### config.mk
export PLATFORM = sky130hd
export DESIGN_NAME = battery_impedance_measurement
export DESIGN_NICKNAME = d
export VERILOG_FILES = /design/src/battery_impedance_measurement.v
export VERILOG_INCLUDE_DIRS = /design/src
export SDC_FILE = /design/constraint.sdc
export NUM_CORES = 1
export LEC_CHECK = 0
export ABC_CLOCK_PERIOD_IN_PS = 5300
export BUFFER_PORTS_ARGS = -buffer_cell sky130_fd_sc_hd__buf_2
export CAP_MARGIN = 30
export CORE_UTILIZATION = 50
export DETAILED_ROUTE_END_ITERATION = 6
export PLACE_DENSITY_LB_ADDON = 0.15
export SETUP_SLACK_MARGIN = 0.15
export SLEW_MARGIN = 0
export SYNTH_ARGS = -nofsm -noshare
export SYNTH_HDL_FRONTEND = slang
export SYNTH_SLANG_ARGS = --single-unit
### constraint.sdc
create_clock -name CLK -period 5.3 [get_ports CLK]
set_input_delay 0.265 -clock CLK [delete_from_list [all_inputs] [get_ports CLK]]
set_output_delay 0.265 -clock CLK [all_outputs]
set_load 0.005 [all_outputs]
### src/bat_imp_defs.vh
// Register map, field positions and timing constants for the impedance sequencer
`ifndef BAT_IMP_DEFS_VH
`define BAT_IMP_DEFS_VH

`define ADDR_TIMING 8'h0D
`define ADDR_CONFIG 8'h0E
`define ADDR_LB_RESULT 8'h0F
`define ADDR_OC_RESULT 8'h10
`define ADDR_LC_RESULT 8'h11

`define TIMING_RESET 8'h00
`define CONFIG_RESET 8'h00
`define RESULT_RESET 8'h00

`define LB_TIMING_HI 5
`define LB_TIMING_LO 4
`define OC_TIMING_HI 3
`define OC_TIMING_LO 2
`define LC_TIMING_HI 1
`define LC_TIMING_LO 0

`define CFG_ACTIVE_BIT 7
`define CFG_ABORT_BIT 6
`define CFG_DLY2SKIP_BIT 3
`define CFG_CUR_HI 2
`define CFG_CUR_LO 0

`define TM_SKIP 2'h0
`define TM_SHORT 2'h1
`define TM_LONG 2'h2

`define CUR_RESERVED 3'h7
`define CUR_OFF 3'h0

`define SHORT_DELAY_MS 10
`define LONG_DELAY_MS 100
`define CLK_KHZ 200000

`define STEP_LB 2'h0
`define STEP_OC 2'h1
`define STEP_LC 2'h2
`define STEP_DONE 2'h3

`endif

### src/battery_impedance_measurement.v
// Battery impedance measurement sequencer with its register file
//
// Notes on behaviour
// - Writing one to active bit starts run, unless the same write also sets the abort bit
// - Start write during a run does not restart it; its current code still takes effect
// - Active bit reads one until run completes or is aborted
// - Loaded-battery timing: skip, 10ms, or 100ms
// - Open-cell timing: skip, 10ms, or 100ms
// - Loaded-cell timing: skip, short, or long
// - Current code selects source level; 111 reserved
// - Loaded-battery result 8-bit, zero when skipped
// - Open-cell result 8-bit, zero when skipped
`timescale 1ns/1ps
`include "bat_imp_defs.vh"

module battery_impedance_measurement #(
  parameter integer SHORT_CYCLES = `SHORT_DELAY_MS * `CLK_KHZ,
  parameter integer LONG_CYCLES = `LONG_DELAY_MS * `CLK_KHZ,
  parameter integer CNT_W = 25
) (
  input wire CLK,                  // 200 MHz clock
  input wire SRST,                 // Synchronous reset, active high
  input wire REG_WR,               // Register write strobe
  input wire REG_RD,               // Register read strobe
  input wire [7:0] REG_ADDR,       // Register address
  input wire [7:0] REG_WDATA,      // Write data
  output reg [7:0] REG_RDATA,      // Read data, valid cycle after REG_RD
  output reg [2:0] TEST_CURRENT,   // Current source code, 0 when idle
  output reg SAMPLE_REQ,           // One-cycle request to the converter
  output reg [1:0] SAMPLE_SEL,     // Which sample is requested
  output reg MEAS_ACTIVE,          // Run in progress
  input wire SAMPLE_DONE,          // Converter result valid, same clock
  input wire [7:0] SAMPLE_DATA     // Converter result
);

  localparam [1:0] ST_IDLE = 2'h0;
  localparam [1:0] ST_PICK = 2'h1;
  localparam [1:0] ST_WAIT = 2'h2;
  localparam [1:0] ST_CONV = 2'h3;

  reg [1:0] state_q;
  reg [1:0] step_q;
  reg [CNT_W-1:0] cnt_q;
  reg [7:0] timing_q;
  reg [3:0] cfg_q;
  wire [7:0] lb_value;
  wire [7:0] oc_value;
  wire [7:0] lc_value;
  reg [1:0] step_tm;
  reg [7:0] rdata_d;
  reg [2:0] cur_d;

  wire wr_cfg = REG_WR && (REG_ADDR == `ADDR_CONFIG);
  wire start = wr_cfg && REG_WDATA[`CFG_ACTIVE_BIT];
  wire abort = wr_cfg && REG_WDATA[`CFG_ABORT_BIT];
  wire [2:0] cur_sel = cfg_q[`CFG_CUR_HI:`CFG_CUR_LO];
  // Abort wins over both clear and load, so results stay as they were
  wire skip_clr = (state_q == ST_PICK) && !abort && (step_q != `STEP_DONE) &&
    (step_tm != `TM_SHORT) && (step_tm != `TM_LONG);
  wire load_now = (state_q == ST_CONV) && !abort && SAMPLE_DONE;

  // Starting write carries its own code; afterwards the stored field rules
  always @* begin
    if (state_q == ST_IDLE)
      cur_d = REG_WDATA[`CFG_CUR_HI:`CFG_CUR_LO];
    else
      cur_d = cur_sel;
    // Reserved code must never reach the source
    if (cur_d == `CUR_RESERVED)
      cur_d = `CUR_OFF;
  end

  always @* begin
    case (step_q)
      `STEP_LB: step_tm = timing_q[`LB_TIMING_HI:`LB_TIMING_LO];
      `STEP_OC: step_tm = timing_q[`OC_TIMING_HI:`OC_TIMING_LO];
      `STEP_LC: step_tm = timing_q[`LC_TIMING_HI:`LC_TIMING_LO];
      default: step_tm = `TM_SKIP;
    endcase
  end

  always @* begin
    case (REG_ADDR)
      `ADDR_TIMING: rdata_d = timing_q;
      `ADDR_CONFIG: rdata_d = {MEAS_ACTIVE, 3'h0, cfg_q};
      `ADDR_LB_RESULT: rdata_d = lb_value;
      `ADDR_OC_RESULT: rdata_d = oc_value;
      `ADDR_LC_RESULT: rdata_d = lc_value;
      default: rdata_d = 8'h00;
    endcase
  end

  always @(posedge CLK) begin
    if (SRST) begin
      REG_RDATA <= 8'h00;
      timing_q <= `TIMING_RESET;
      cfg_q <= 4'h0;
    end else begin
      if (REG_RD)
        REG_RDATA <= rdata_d;
      if (REG_WR && REG_ADDR == `ADDR_TIMING)
        timing_q <= {2'h0, REG_WDATA[5:0]};
      if (wr_cfg)
        cfg_q <= REG_WDATA[`CFG_DLY2SKIP_BIT:0];
    end
  end

  always @(posedge CLK) begin
    if (SRST) begin
      state_q <= ST_IDLE;
      step_q <= `STEP_LB;
      cnt_q <= {CNT_W{1'b0}};
      MEAS_ACTIVE <= 1'b0;
      TEST_CURRENT <= `CUR_OFF;
      SAMPLE_REQ <= 1'b0;
      SAMPLE_SEL <= `STEP_LB;
    end else begin
      SAMPLE_REQ <= 1'b0;
      // Current code may change mid-run; reserved code keeps the source off
      if (MEAS_ACTIVE)
        TEST_CURRENT <= cur_d;
      if (abort) begin
        state_q <= ST_IDLE;
        MEAS_ACTIVE <= 1'b0;
        TEST_CURRENT <= `CUR_OFF;
      end else begin
        case (state_q)
          ST_IDLE: begin
            if (start) begin
              state_q <= ST_PICK;
              step_q <= `STEP_LB;
              MEAS_ACTIVE <= 1'b1;
              TEST_CURRENT <= cur_d;
            end
          end
          ST_PICK: begin
            if (step_q == `STEP_DONE) begin
              state_q <= ST_IDLE;
              MEAS_ACTIVE <= 1'b0;
              TEST_CURRENT <= `CUR_OFF;
            end else if (step_tm == `TM_SHORT || step_tm == `TM_LONG) begin
              state_q <= ST_WAIT;
              cnt_q <= (step_tm == `TM_SHORT) ? SHORT_CYCLES[CNT_W-1:0] - 1'b1 :
                LONG_CYCLES[CNT_W-1:0] - 1'b1;
            end else begin
              // Skipped or unused code: the slot clears on skip_clr
              step_q <= step_q + 2'h1;
            end
          end
          ST_WAIT: begin
            if (cnt_q == {CNT_W{1'b0}}) begin
              state_q <= ST_CONV;
              SAMPLE_REQ <= 1'b1;
              SAMPLE_SEL <= step_q;
            end else
              cnt_q <= cnt_q - 1'b1;
          end
          ST_CONV: begin
            // No timeout: a silent converter holds the run until abort
            if (SAMPLE_DONE) begin
              step_q <= step_q + 2'h1;
              state_q <= ST_PICK;
            end
          end
          default: state_q <= ST_IDLE;
        endcase
      end
      // Start while busy falls through untouched above
    end
  end

  result_slot #(.STEP(`STEP_LB)) i_result_slot_lb (
    .clk(CLK),
    .srst(SRST),
    .clr(skip_clr),
    .load(load_now),
    .step(step_q),
    .data(SAMPLE_DATA),
    .value(lb_value)
  );

  result_slot #(.STEP(`STEP_OC)) i_result_slot_oc (
    .clk(CLK),
    .srst(SRST),
    .clr(skip_clr),
    .load(load_now),
    .step(step_q),
    .data(SAMPLE_DATA),
    .value(oc_value)
  );

  result_slot #(.STEP(`STEP_LC)) i_result_slot_lc (
    .clk(CLK),
    .srst(SRST),
    .clr(skip_clr),
    .load(load_now),
    .step(step_q),
    .data(SAMPLE_DATA),
    .value(lc_value)
  );

endmodule

// One result register: zeroed when its step is skipped, loaded on conversion
module result_slot #(
  parameter [1:0] STEP = `STEP_LB
) (
  input wire clk,          // Sequencer clock
  input wire srst,         // Synchronous reset, active high
  input wire clr,          // Current step skipped
  input wire load,         // Conversion result arrives
  input wire [1:0] step,   // Step now being worked on
  input wire [7:0] data,   // Converter result
  output reg [7:0] value   // Stored result
);

  always @(posedge clk) begin
    if (srst)
      value <= `RESULT_RESET;
    else if (step == STEP) begin
      if (clr)
        value <= `RESULT_RESET;
      else if (load)
        value <= data;
    end
  end

endmodule

### Yosys cells after proc, flatten, opt, wreduce, memory -nomap -nowiden

Index checks and enable logic that the tools add are counted.

| word-level totals | value |
|---|---|
| output and inout port bits | 15 |
| flip-flop bits (word level) | 78 |

| cells by class | value |
|---|---|
| reductions and logical operators | 29 |
| add/subtract/negate cells | 2 |
| bitwise logic cells | 2 |
| eq/ne operators | 26 |
| muxes and demuxes | 30 |

Operators with widths:

| cell | count |
|---|---|
| 25-bit two-way mux | 4 |
| 25-bit one-hot mux with 2 select lines | 1 |
| 8-bit one-hot mux with 5 select lines | 1 |
| 25-bit logical NOT | 1 |
| 25-bit by 1-bit subtractor with 25-bit output (second input constant) | 1 |
| 8-bit by 4-bit == test with 1-bit output (second input constant) | 3 |
| 2-bit two-way mux | 9 |
| 8-bit by 5-bit == test with 1-bit output (second input constant) | 2 |
| 8-bit two-way mux | 2 |
| 2-bit inequality test (second input constant) | 8 |
| 3-bit two-way mux | 5 |
| 2-bit one-hot mux with 3 select lines | 2 |
| 2-bit == test (second input constant) | 5 |
| 1-bit logical AND | 10 |
| 2-bit one-hot mux with 4 select lines | 1 |
| 2-bit by 1-bit == test with 1-bit output (second input constant) | 3 |
| 2-bit by 1-bit inequality test with 1-bit output (second input constant) | 3 |
| 3-bit one-hot mux with 2 select lines | 1 |
| 2-bit AND reduction | 3 |
| 3-bit AND reduction | 2 |
| 6-bit AND reduction | 1 |
| 2-bit nonzero test | 3 |
| 5-bit AND reduction | 1 |
| 2-bit logical NOT | 2 |
| 12 further kinds | 15 |

### Depth between registers and ports, before layout

Gate-level depths: netlist of the first run.

| depth | value |
|---|---|
| depth in word-level cells | 10 |
| gate-level depth with buffers | 12 |
| gate-level depth less buffers | 11 |

### Hierarchy

A second synthesis of the first run with hierarchy kept.

| second synthesis, totals | value |
|---|---|
| cell total of the unflattened synthesis | 523 |
| area total of the unflattened synthesis | 4423.0 µm² |

Modules (own cells, without submodules):

| module | cells each | sequential area each (µm²) | instances | area each (µm²) |
|---|---|---|---|---|
| battery_impedance_measurement | 409 | 1081.0 | 1 | 3357.0 |
| result_slot (i_result_slot_lc ...) | 38 | 160.2 | 2 | 354.1 |
| result_slot (i_result_slot_lb) | 38 | 160.2 | 1 | 357.8 |

### Worst setup path before layout of the first run

Ideal clock, no wire load.

| path | value |
|---|---|
| path type | register to register |
| start | reg step_q[0] |
| end | reg i_result_slot_lb.value[0] |
| cell stages (with the launch flop) | 12 |
| data arrival time | 2.603 ns |
| library setup time | 0.128 ns |
| clock period less this slack | 2.731 ns |
| path slack | 2.569 ns |
| buffers on the path | 1 |
| cell sequence | dfxtp_1 -> inv_1 -> ha_1 -> nand2_1 -> a31o_2 -> ha_1 -> nor4b_1 -> a21oi_1 -> nor3b_1 -> buf_2 -> mux2i_1 -> nor2_1 |

| between the ends | value |
|---|---|
| longest elaborated chain between the ends | 7 |
| elaborated cells on any way between the ends | 13 |
| those cells by class | 5 x eq/ne; 2 x mux; 6 x reduce/logical |

RTL lines:

| element | line | text |
|---|---|---|
| start, declared | battery_impedance_measurement.v:42 | `reg [1:0] step_q;` |
| start signal, assigned | battery_impedance_measurement.v:111 | `` step_q <= `STEP_LB; `` |
| start signal, assigned | battery_impedance_measurement.v:131 | `` step_q <= `STEP_LB; `` |
| start signal, assigned | battery_impedance_measurement.v:147 | `step_q <= step_q + 2'h1;` |
| 2-bit == test (tied with other cells) | battery_impedance_measurement.v:74 | `case (step_q)` |
| 2-bit one-hot mux with 3 select lines | battery_impedance_measurement.v:74 |  |
| 2-bit by 1-bit inequality test with 1-bit output (no line) | -- |  |
| 1-bit logical AND (2 in a row) | battery_impedance_measurement.v:58 | `` wire skip_clr = (state_q == ST_PICK) && !abort && (step_q != `STEP_DONE) && `` |
| 2-bit nonzero test (no line) | -- |  |
| 2-bit AND reduction (no line) | -- |  |
| end signal, assigned | battery_impedance_measurement.v:219 | `` value <= `RESULT_RESET; `` |
| end signal, assigned | battery_impedance_measurement.v:222 | `` value <= `RESULT_RESET; `` |
| end signal, assigned | battery_impedance_measurement.v:224 | `value <= data;` |
| end, declared | battery_impedance_measurement.v:214 | `output reg [7:0] value` |

Several ways; a longest one is shown, not always the timed one.
A chain may end at the register's enable or synchronous reset.

### Worst setup path after layout of the first run

| path | value |
|---|---|
| start | reg step_q[0] |
| end | reg cnt_q[7] |

| between the ends | value |
|---|---|
| longest elaborated chain between the ends | 7 |
| elaborated cells on any way between the ends | 15 |
| those cells by class | 7 x eq/ne; 5 x mux; 3 x reduce/logical |

RTL lines:

| element | line | text |
|---|---|---|
| 2-bit == test (tied with other cells) | battery_impedance_measurement.v:74 |  |
| 2-bit one-hot mux with 3 select lines | battery_impedance_measurement.v:74 |  |
| 2-bit by 1-bit == test with 1-bit output (no line) | -- |  |
| 25-bit two-way mux | battery_impedance_measurement.v:143 | `` cnt_q <= (step_tm == `TM_SHORT) ? SHORT_CYCLES[CNT_W-1:0] - 1'b1 : `` |
| 25-bit two-way mux | battery_impedance_measurement.v:141 | `` end else if (step_tm == `TM_SHORT \|\| step_tm == `TM_LONG) begin `` |
| 25-bit two-way mux | battery_impedance_measurement.v:137 | `` if (step_q == `STEP_DONE) begin `` |
| 25-bit one-hot mux with 2 select lines | battery_impedance_measurement.v:127 | `case (state_q)` |
| end signal, assigned | battery_impedance_measurement.v:112 | `cnt_q <= {CNT_W{1'b0}};` |
| end signal, assigned | battery_impedance_measurement.v:143 |  |
| end signal, assigned | battery_impedance_measurement.v:156 | `cnt_q <= cnt_q - 1'b1;` |
| end, declared | battery_impedance_measurement.v:43 | `reg [CNT_W-1:0] cnt_q;` |

Several ways; a longest one is shown, not always the timed one. The select of a mux whose other input is x is not followed.

==> impl_metrics.csv, run 1 <==
group,metric,value,unit
routing,wl_per_cell,18.0,um
synth,synth_compound_area_share,22.0,%
routing,dr.pass1.iters,5,
synth,yosys.area_share.simple,24.3,%
routing,drc_errors,0,
synth,netlist.area_leader.share,36.3,%
placement,dpl.hpwl,8360,um
pwr,p_leak,1.81,nW
floorplan,die_w,94.7,um
clock_tree,cts_resized,0,
final_layout,final_util,58.1,%
synth,synth.area.mux_share,9.87,%
worst_setup_path,path_cells,"inv_1 > ha_1 > nand2_1 > a31oi_1 > ha_1 > o21ai_0 > and2_1 > nand2_1 > o311ai_0 > o31ai_1",
sta,fin_worst_skew,0.0125,ns
floorplan,die_area,8970,um^2
clock_tree,cts-root-buf,"clkbuf_8",
sta,fin_crit_sh,61.4,%
flow_run,drv_cap,0,
synth,synth_top_family_by_area,"simple AND/OR/NAND/NOR gates",
floorplan,start_util,52.0,%
final_layout,drive_gt1_share,14.7,%
global_routing,grt_max_degree,65,
routing,drt-vias-per-instance,6.33,
synth,yosysTopAreaCell,"dfxtp_1",
worst_setup_path,cp.required,5.50,ns
synth,async_flop_share,0,%
pwr,p_int,1.07,mW
sta,period_minus_slack,3.25,ns
synth,yosys.cell_types.count,59,
synth,synth_top_flop_cell,"dfxtp_1",
sta,setup_viol,0,
synth,synth_edf_count,0,
synth,yosysMostFrequentCell,"dfxtp_1",
routing,wl,11700,um
placement,port_buffers,43,
global_routing,grt_pass1_wl,19000,um
clock_tree,cts_sinks,78,
worst_setup_path,cp-start-kind,"register",
synth,synth_common_cells,"dfxtp_1, nor2_1, nand2_1",
sta,worst_slew_pin_slew,0.896,ns
clock_tree,tritoncts,"built",
sta,hold_viol,0,
global_routing,grt_pass1_vias,3672,
worst_setup_path,crit_family,"compound AO/OA/AOI/OAI gates",
synth,ys_top_cells_by_area,"dfxtp_1, mux2i_1, nor2_1",
worst_hold_path,worst_hold_path_type,"input port to register",
floorplan,io_pins,44,
sta,slew_viol_final,0,
synth,synth_area,4300,um^2
sta,rsz0062_at_grt,"no",
placement,pre_cts_ws,2.13,ns
clock_tree,clk_pin_slew,0.09,ns
final_layout,nNetsFinal,582,
worst_hold_path,hold_depth,3,
final_layout,antenna_cells,0,
synth,yosysWarningCount,0,
global_routing,antenna_found_initial,0,
synth,yosysSeqAreaShare,36.3,%
pwr,switchingPower,0.689,mW
worst_hold_path,hp-start,"REG_WDATA[5]",
worst_setup_path,cpMaxStageDelayCell,"o311ai_0",
floorplan,core_area,8260,um^2
synth,synth_cells,506,
routing,ant_nets,0,
synth,synth_xor_area_share,0,%
worst_setup_path,cp_num_buf_inv,1,
clock_tree,clockBufferDepth,2,
synth,ys_seq_elements,78,
worst_setup_path,reg2reg_depth,10,
final_layout,nFillCells,775,
sta,slew_headroom,40.3,%
sta,hold_ws,0.128,ns
routing,first_iter_violations,309,
sta,max_freq,0.307,GHz
global_routing,track_usage,27.4,%
routing,num_vias,4124,
pwr,power.combinational.fraction,33.2,%
pwr,peakVddDrop,0.000174,V
worst_setup_path,r2r-end,"cnt_q[7]",
clock_tree,postCtsSetupRepairBufs,0,
placement,place_area,4600,um^2
worst_setup_path,r2r_start,"step_q[0]",
final_layout,final_cells,651,
worst_hold_path,hold_end,"timing_q[5]",
clock_tree,htree_levels,3,
worst_setup_path,critPathArrivalTime,3.46,ns
sta,setup_slack,2.05,ns
pwr,p_seq_share,40.3,%
pwr,sw_frac_of_total,39.2,%
floorplan,fp.dieH,94.7,um
worst_setup_path,regToRegSetupSlack,2.05,ns
synth,synth_fa_ha_area_share,3.49,%
clock_tree,numCtsBuffers,9,
pwr,clkPwrFrac,26.5,%
worst_setup_path,slowest_delay,0.60,ns
worst_setup_path,worstSetupEndpointType,"register",
worst_setup_path,crit_fanout,26,
clock_tree,clock_latency,0.36,ns
worst_setup_path,path_class,"register to register",
global_routing,grt.overflow.total,0,
floorplan,row_count,33,
pwr,power_per_cell_area,366,nW/um^2
pwr,p_total,1.76,mW
synth,syn_avg_cell_area,8.49,um^2
clock_tree,holdBufCountCts,0,
placement,dp_cells,635,
final_layout,synthToLayoutAreaGrowth,11.7,%
final_layout,post-route-cell-area,4800,um^2
placement,globalplace.congestion,0.895,
synth,synth_nets,547,
status,status,"finished clean",
sta,tns,0,ns
## kinds of logic after synthesis
kind of cell             count (synthesis)
multiplexers                            42
flip-flops                              78
buffers and inverters                   42
AO/OA/AOI/OAI                          133
AND/OR/NAND/NOR                        199
adder cells (fa/ha/maj)                 12
## final cells by class
cell class | instances | area [um^2] | share of cell area (%)
Multi-Input combinational cell | 386 | 2560 | 53.4
Sequential cell | 78 | 1560 | 32.5
Timing Repair Buffer | 53 | 290 | 6.05
Tap cell | 105 | 131 | 2.74
Clock buffer | 9 | 124 | 2.58
Clock inverter | 7 | 78.8 | 1.64
Inverter | 13 | 48.8 | 1.02
## worst min-delay path: stages
cell     delay (ns)
buf_2          0.07
mux2i_1        0.05
nor2_1         0.07
## per-layer routing
layer  global-route usage (%)  wire, um  up-vias
li1                         -         -     1978
met1                     39.9      5560     1953
met2                     41.5      5230      180
met3                     3.62       744       13
met4                     8.84       160        0
met5                        0         0        -
## sequential cells by signal, summed over array words and instances (netlist names), 3 cells and up
register / count
REG_RDATA: 8
TEST_CURRENT: 3
cfg_q: 4
cnt_q: 25
i_result_slot_lb.value: 8
i_result_slot_lc.value: 8
i_result_slot_oc.value: 8
timing_q: 6
## placed cells by master, fill, tap and decap left out, drive strengths merged, types with 7 or more instances in the layout
| cell | instances |
|---|---|
| a21boi | 10 |
| a21oi | 18 |
| a221oi | 7 |
| a31oi | 10 |
| buf | 52 |
| clkbuf | 9 |
| dfxtp | 78 |
| ha | 12 |
| inv | 17 |
| mux2i | 39 |
| nand2 | 41 |
| nand3 | 14 |
| nand4 | 10 |
| nor2 | 58 |
| nor3 | 13 |
| nor4 | 10 |
| o21ai | 20 |
| o31ai | 22 |
| or3 | 7 |
## power groups by stage
stage / sequential, mW / clock (mW) / combinational (mW)
after floorplan: 0.701 / 0 / 0.417
after global placement: 0.715 / 0 / 0.557
after detailed placement: 0.716 / 0 / 0.566
after CTS: 0.705 / 0.474 / 0.568
after global routing: 0.715 / 0.497 / 0.637
final: 0.708 / 0.466 / 0.583
## worst max path at each step
stage / cells after the start / to / slack [ns] / startpoint
CTS: 10 / cnt_q[7] / 2.09 / step_q[0]
global placement: 11 / i_result_slot_lc.value[5] / 2.10 / step_q[0]
global route: 10 / cnt_q[7] / 1.74 / step_q[0]
finish: 10 / cnt_q[7] / 2.05 / step_q[0]
floorplan: 11 / i_result_slot_lb.value[0] / 2.57 / step_q[0]
detailed placement: 10 / cnt_q[5] / 2.13 / step_q[0]
No activity file was read; power rests on OpenSTA's default activity.
==> run 2, diff against run 1 <==
--- a/config.mk
+++ b/config.mk
@@ -6,7 +6,7 @@
 export SDC_FILE = /design/constraint.sdc
 export NUM_CORES = 1
 export LEC_CHECK = 0
-export ABC_CLOCK_PERIOD_IN_PS = 5300
+export ABC_CLOCK_PERIOD_IN_PS = 3200
 export BUFFER_PORTS_ARGS = -buffer_cell sky130_fd_sc_hd__buf_2
 export CAP_MARGIN = 30
 export CORE_UTILIZATION = 50
==> constraint.sdc (replaced) <==
create_clock -name CLK -period 3.2 [get_ports CLK]
set_input_delay 0.16 -clock CLK [delete_from_list [all_inputs] [get_ports CLK]]
set_output_delay 0.16 -clock CLK [all_outputs]
set_load 0.005 [all_outputs]
==> run 2 against run 1 <==
Worst setup slack worse by 1.6 ns. Global-route usage is 0.87 points higher. Non-clock buffer count up 9. Die area stayed put. Core utilization up 1.1 points. Fmax grew 19%. Highest routed layer unchanged. Via count is essentially flat. Sequential share of layout area decreased by 0.61 points. Total power up 71%. Design area rose by 1.9%. Largest power group unchanged.
==> impl_metrics.csv, run 2 (synthesized netlist as in run 1, its figures left out) <==
group,metric,value,unit
final_layout,regArea,1560,um^2
final_layout,nNetsFinal,591,
routing,ant_nets,0,
final_layout,multi_input_area,2570,um^2
clock_tree,clock_latency,0.35,ns
global_routing,grt_pass1_vias,3828,
floorplan,die_area,8970,um^2
routing,drt-vias-per-instance,6.25,
floorplan,io_pins,44,
pwr,clkPwrFrac,27.5,%
final_layout,final_cell_mix,"dfxtp_1, nor2_1, buf_2, nand2_1, mux2i_1",
routing,wl_per_cell,17.8,um
global_routing,grt.overflow.total,0,
floorplan,row_count,33,
floorplan,die_w,94.7,um
flow_run,drv_cap,0,
worst_setup_path,worstSetupEndpointType,"register",
sta,hold_ws,0.0311,ns
sta,slew_headroom,44.0,%
clock_tree,tritoncts,"built",
worst_setup_path,cp.required,3.48,ns
sta,max_freq,0.364,GHz
routing,drc_errors,0,
worst_setup_path,regToRegSetupSlack,0.45,ns
final_layout,final_cells,660,
clock_tree,clk_pin_slew,0.09,ns
final_layout,final_common_cell,"dfxtp_1",
worst_setup_path,crit_fanout,18,
routing,first_iter_violations,283,
floorplan,core_area,8260,um^2
worst_setup_path,r2r-end,"cnt_q[23]",
clock_tree,numCtsBuffers,9,
routing,wl,11700,um
worst_setup_path,r2r_start,"step_q[0]",
sta,fin_crit_sh,85.8,%
placement,dpl.hpwl,8450,um
final_layout,largest-register,"cnt_q",
pwr,p_seq_share,38.8,%
final_layout,synthToLayoutAreaGrowth,13.8,%
worst_hold_path,worst_hold_path_type,"input port to register",
global_routing,antenna_found_initial,0,
final_layout,drive_gt1_share,16.0,%
final_layout,largest_reg_flops,25,
pwr,switchingPower,1.13,mW
sta,hold_viol,0,
sta,rsz0062_at_grt,"no",
worst_setup_path,cp-start-kind,"register",
sta,period_minus_slack,2.75,ns
floorplan,start_util,52.0,%
worst_setup_path,path_cells,"inv_1 > ha_1 > nand2_1 > a31oi_1 > ha_1 > o21ai_1 > and2_1 > nand2_1 > buf_4 > or4_1 > a21boi_1",
pwr,p_total,3.01,mW
clock_tree,htree_levels,3,
placement,port_buffers,43,
pwr,sw_frac_of_total,37.4,%
clock_tree,clockBufferDepth,2,
placement,globalplace.congestion,0.879,
worst_setup_path,crit_end,"cnt_q[23]",
routing,dr.pass1.iters,5,
worst_setup_path,slowest_delay,0.48,ns
final_layout,nFillCells,749,
pwr,power.combinational.fraction,33.7,%
sta,slew_viol_final,0,
global_routing,track_usage,28.3,%
pwr,peakVddDrop,0.000255,V
floorplan,fp.dieH,94.7,um
global_routing,grt_max_degree,40,
worst_setup_path,path_class,"register to register",
sta,tns,0,ns
clock_tree,cts_sinks,78,
worst_setup_path,startpoint,"step_q[0]",
status,status,"finished clean",
worst_setup_path,critPathArrivalTime,3.02,ns
pwr,p_leak,1.86,nW
pwr,p_int,1.88,mW
pwr,power_per_cell_area,615,nW/um^2
global_routing,grt_pass1_wl,19600,um
sta,fin_worst_skew,0.0124,ns
placement,dp_cells,644,
clock_tree,holdBufCountCts,0,
worst_setup_path,reg2reg_depth,11,
clock_tree,cts-root-buf,"clkbuf_8",
sta,setup_viol,0,
sta,worst_slew_pin_slew,0.834,ns
routing,num_vias,4127,
final_layout,final_util,59.2,%
final_layout,antenna_cells,0,
worst_setup_path,cpMaxStageDelayCell,"or4_1",
[run 2: cell types whose count changed in the layout (fill, tap and decap cells not counted), sizes merged]
cell | previous run | this run
bufinv | 1 | 2
clkbuf | 9 | 10
clkdlybuf4s18 | 1 | 0
clkinvlp | 0 | 2
inv | 17 | 15
clkinv | 2 | 0
buf | 52 | 62
[run 2: how the worst min path moves through the flow]
stage / start / slack [ns] / depth (start not counted) / endpoint
after floorplan: REG_WDATA[0] / 0.30 / 2 / timing_q[0]
final: REG_WDATA[5] / 0.03 / 3 / timing_q[5]
after global placement: REG_WDATA[5] / 0.39 / 3 / timing_q[5]
after CTS: REG_WDATA[4] / 0.02 / 3 / timing_q[4]
after global routing: REG_WDATA[5] / 0.04 / 3 / timing_q[5]
after detailed placement: REG_WDATA[4] / 0.40 / 3 / timing_q[4]
[run 2: through the flow]
step	worst slack [ns]	cell area, um^2
2_1_floorplan	0.469	4300
3_3_place_gp	0.475	4660
3_5_place_dp	0.392	4660
4_1_cts	0.362	4880
5_1_grt	0.201	4890
6_report	0.454	4890
[run 2: layer usage]
layer  share of wire, %  wire, um  global-route usage, %
met2                 47      5480                   44.8
met1                 46      5400                   39.1
met3                5.3       621                   4.43
met4                2.1       247                   9.22
met5                  0         0                      0
[run 2: cell type report]
class	instances	area share [%]
clock buffer	10	2.61
clock inverter	6	1.89
inverter	13	0.998
multi-input combinational	386	52.6
sequential	78	31.9
tap	105	2.69
timing repair buffer	62	7.32
[run 2: power by group through the flow]
stage	Sequential [mW]	Combinational (mW)	Clock (mW)
final	1.17	1.01	0.827
after global routing	1.18	1.11	0.891
after CTS	1.17	0.986	0.844
after detailed placement	1.19	0.977	0
after global placement	1.18	0.972	0
after floorplan	1.16	0.690	0
[run 2: what timing repair did]
action | in CTS | in global routing
setup endpoints to repair | 0 | 28
resized for setup | 0 | 2
setup buffers | 0 | 0
[run 2: critical path: cells and delay by family, from the launching register on]
| family | cells | cell delay (ns) |
|---|---|---|
| AOI/OAI and AO/OA | 3 | 0.49 |
| adders and majority gates | 2 | 0.58 |
| buffers and inverters | 2 | 0.31 |
| DFF | 1 | 0.45 |
| and+or+nand+nor | 4 | 0.85 |
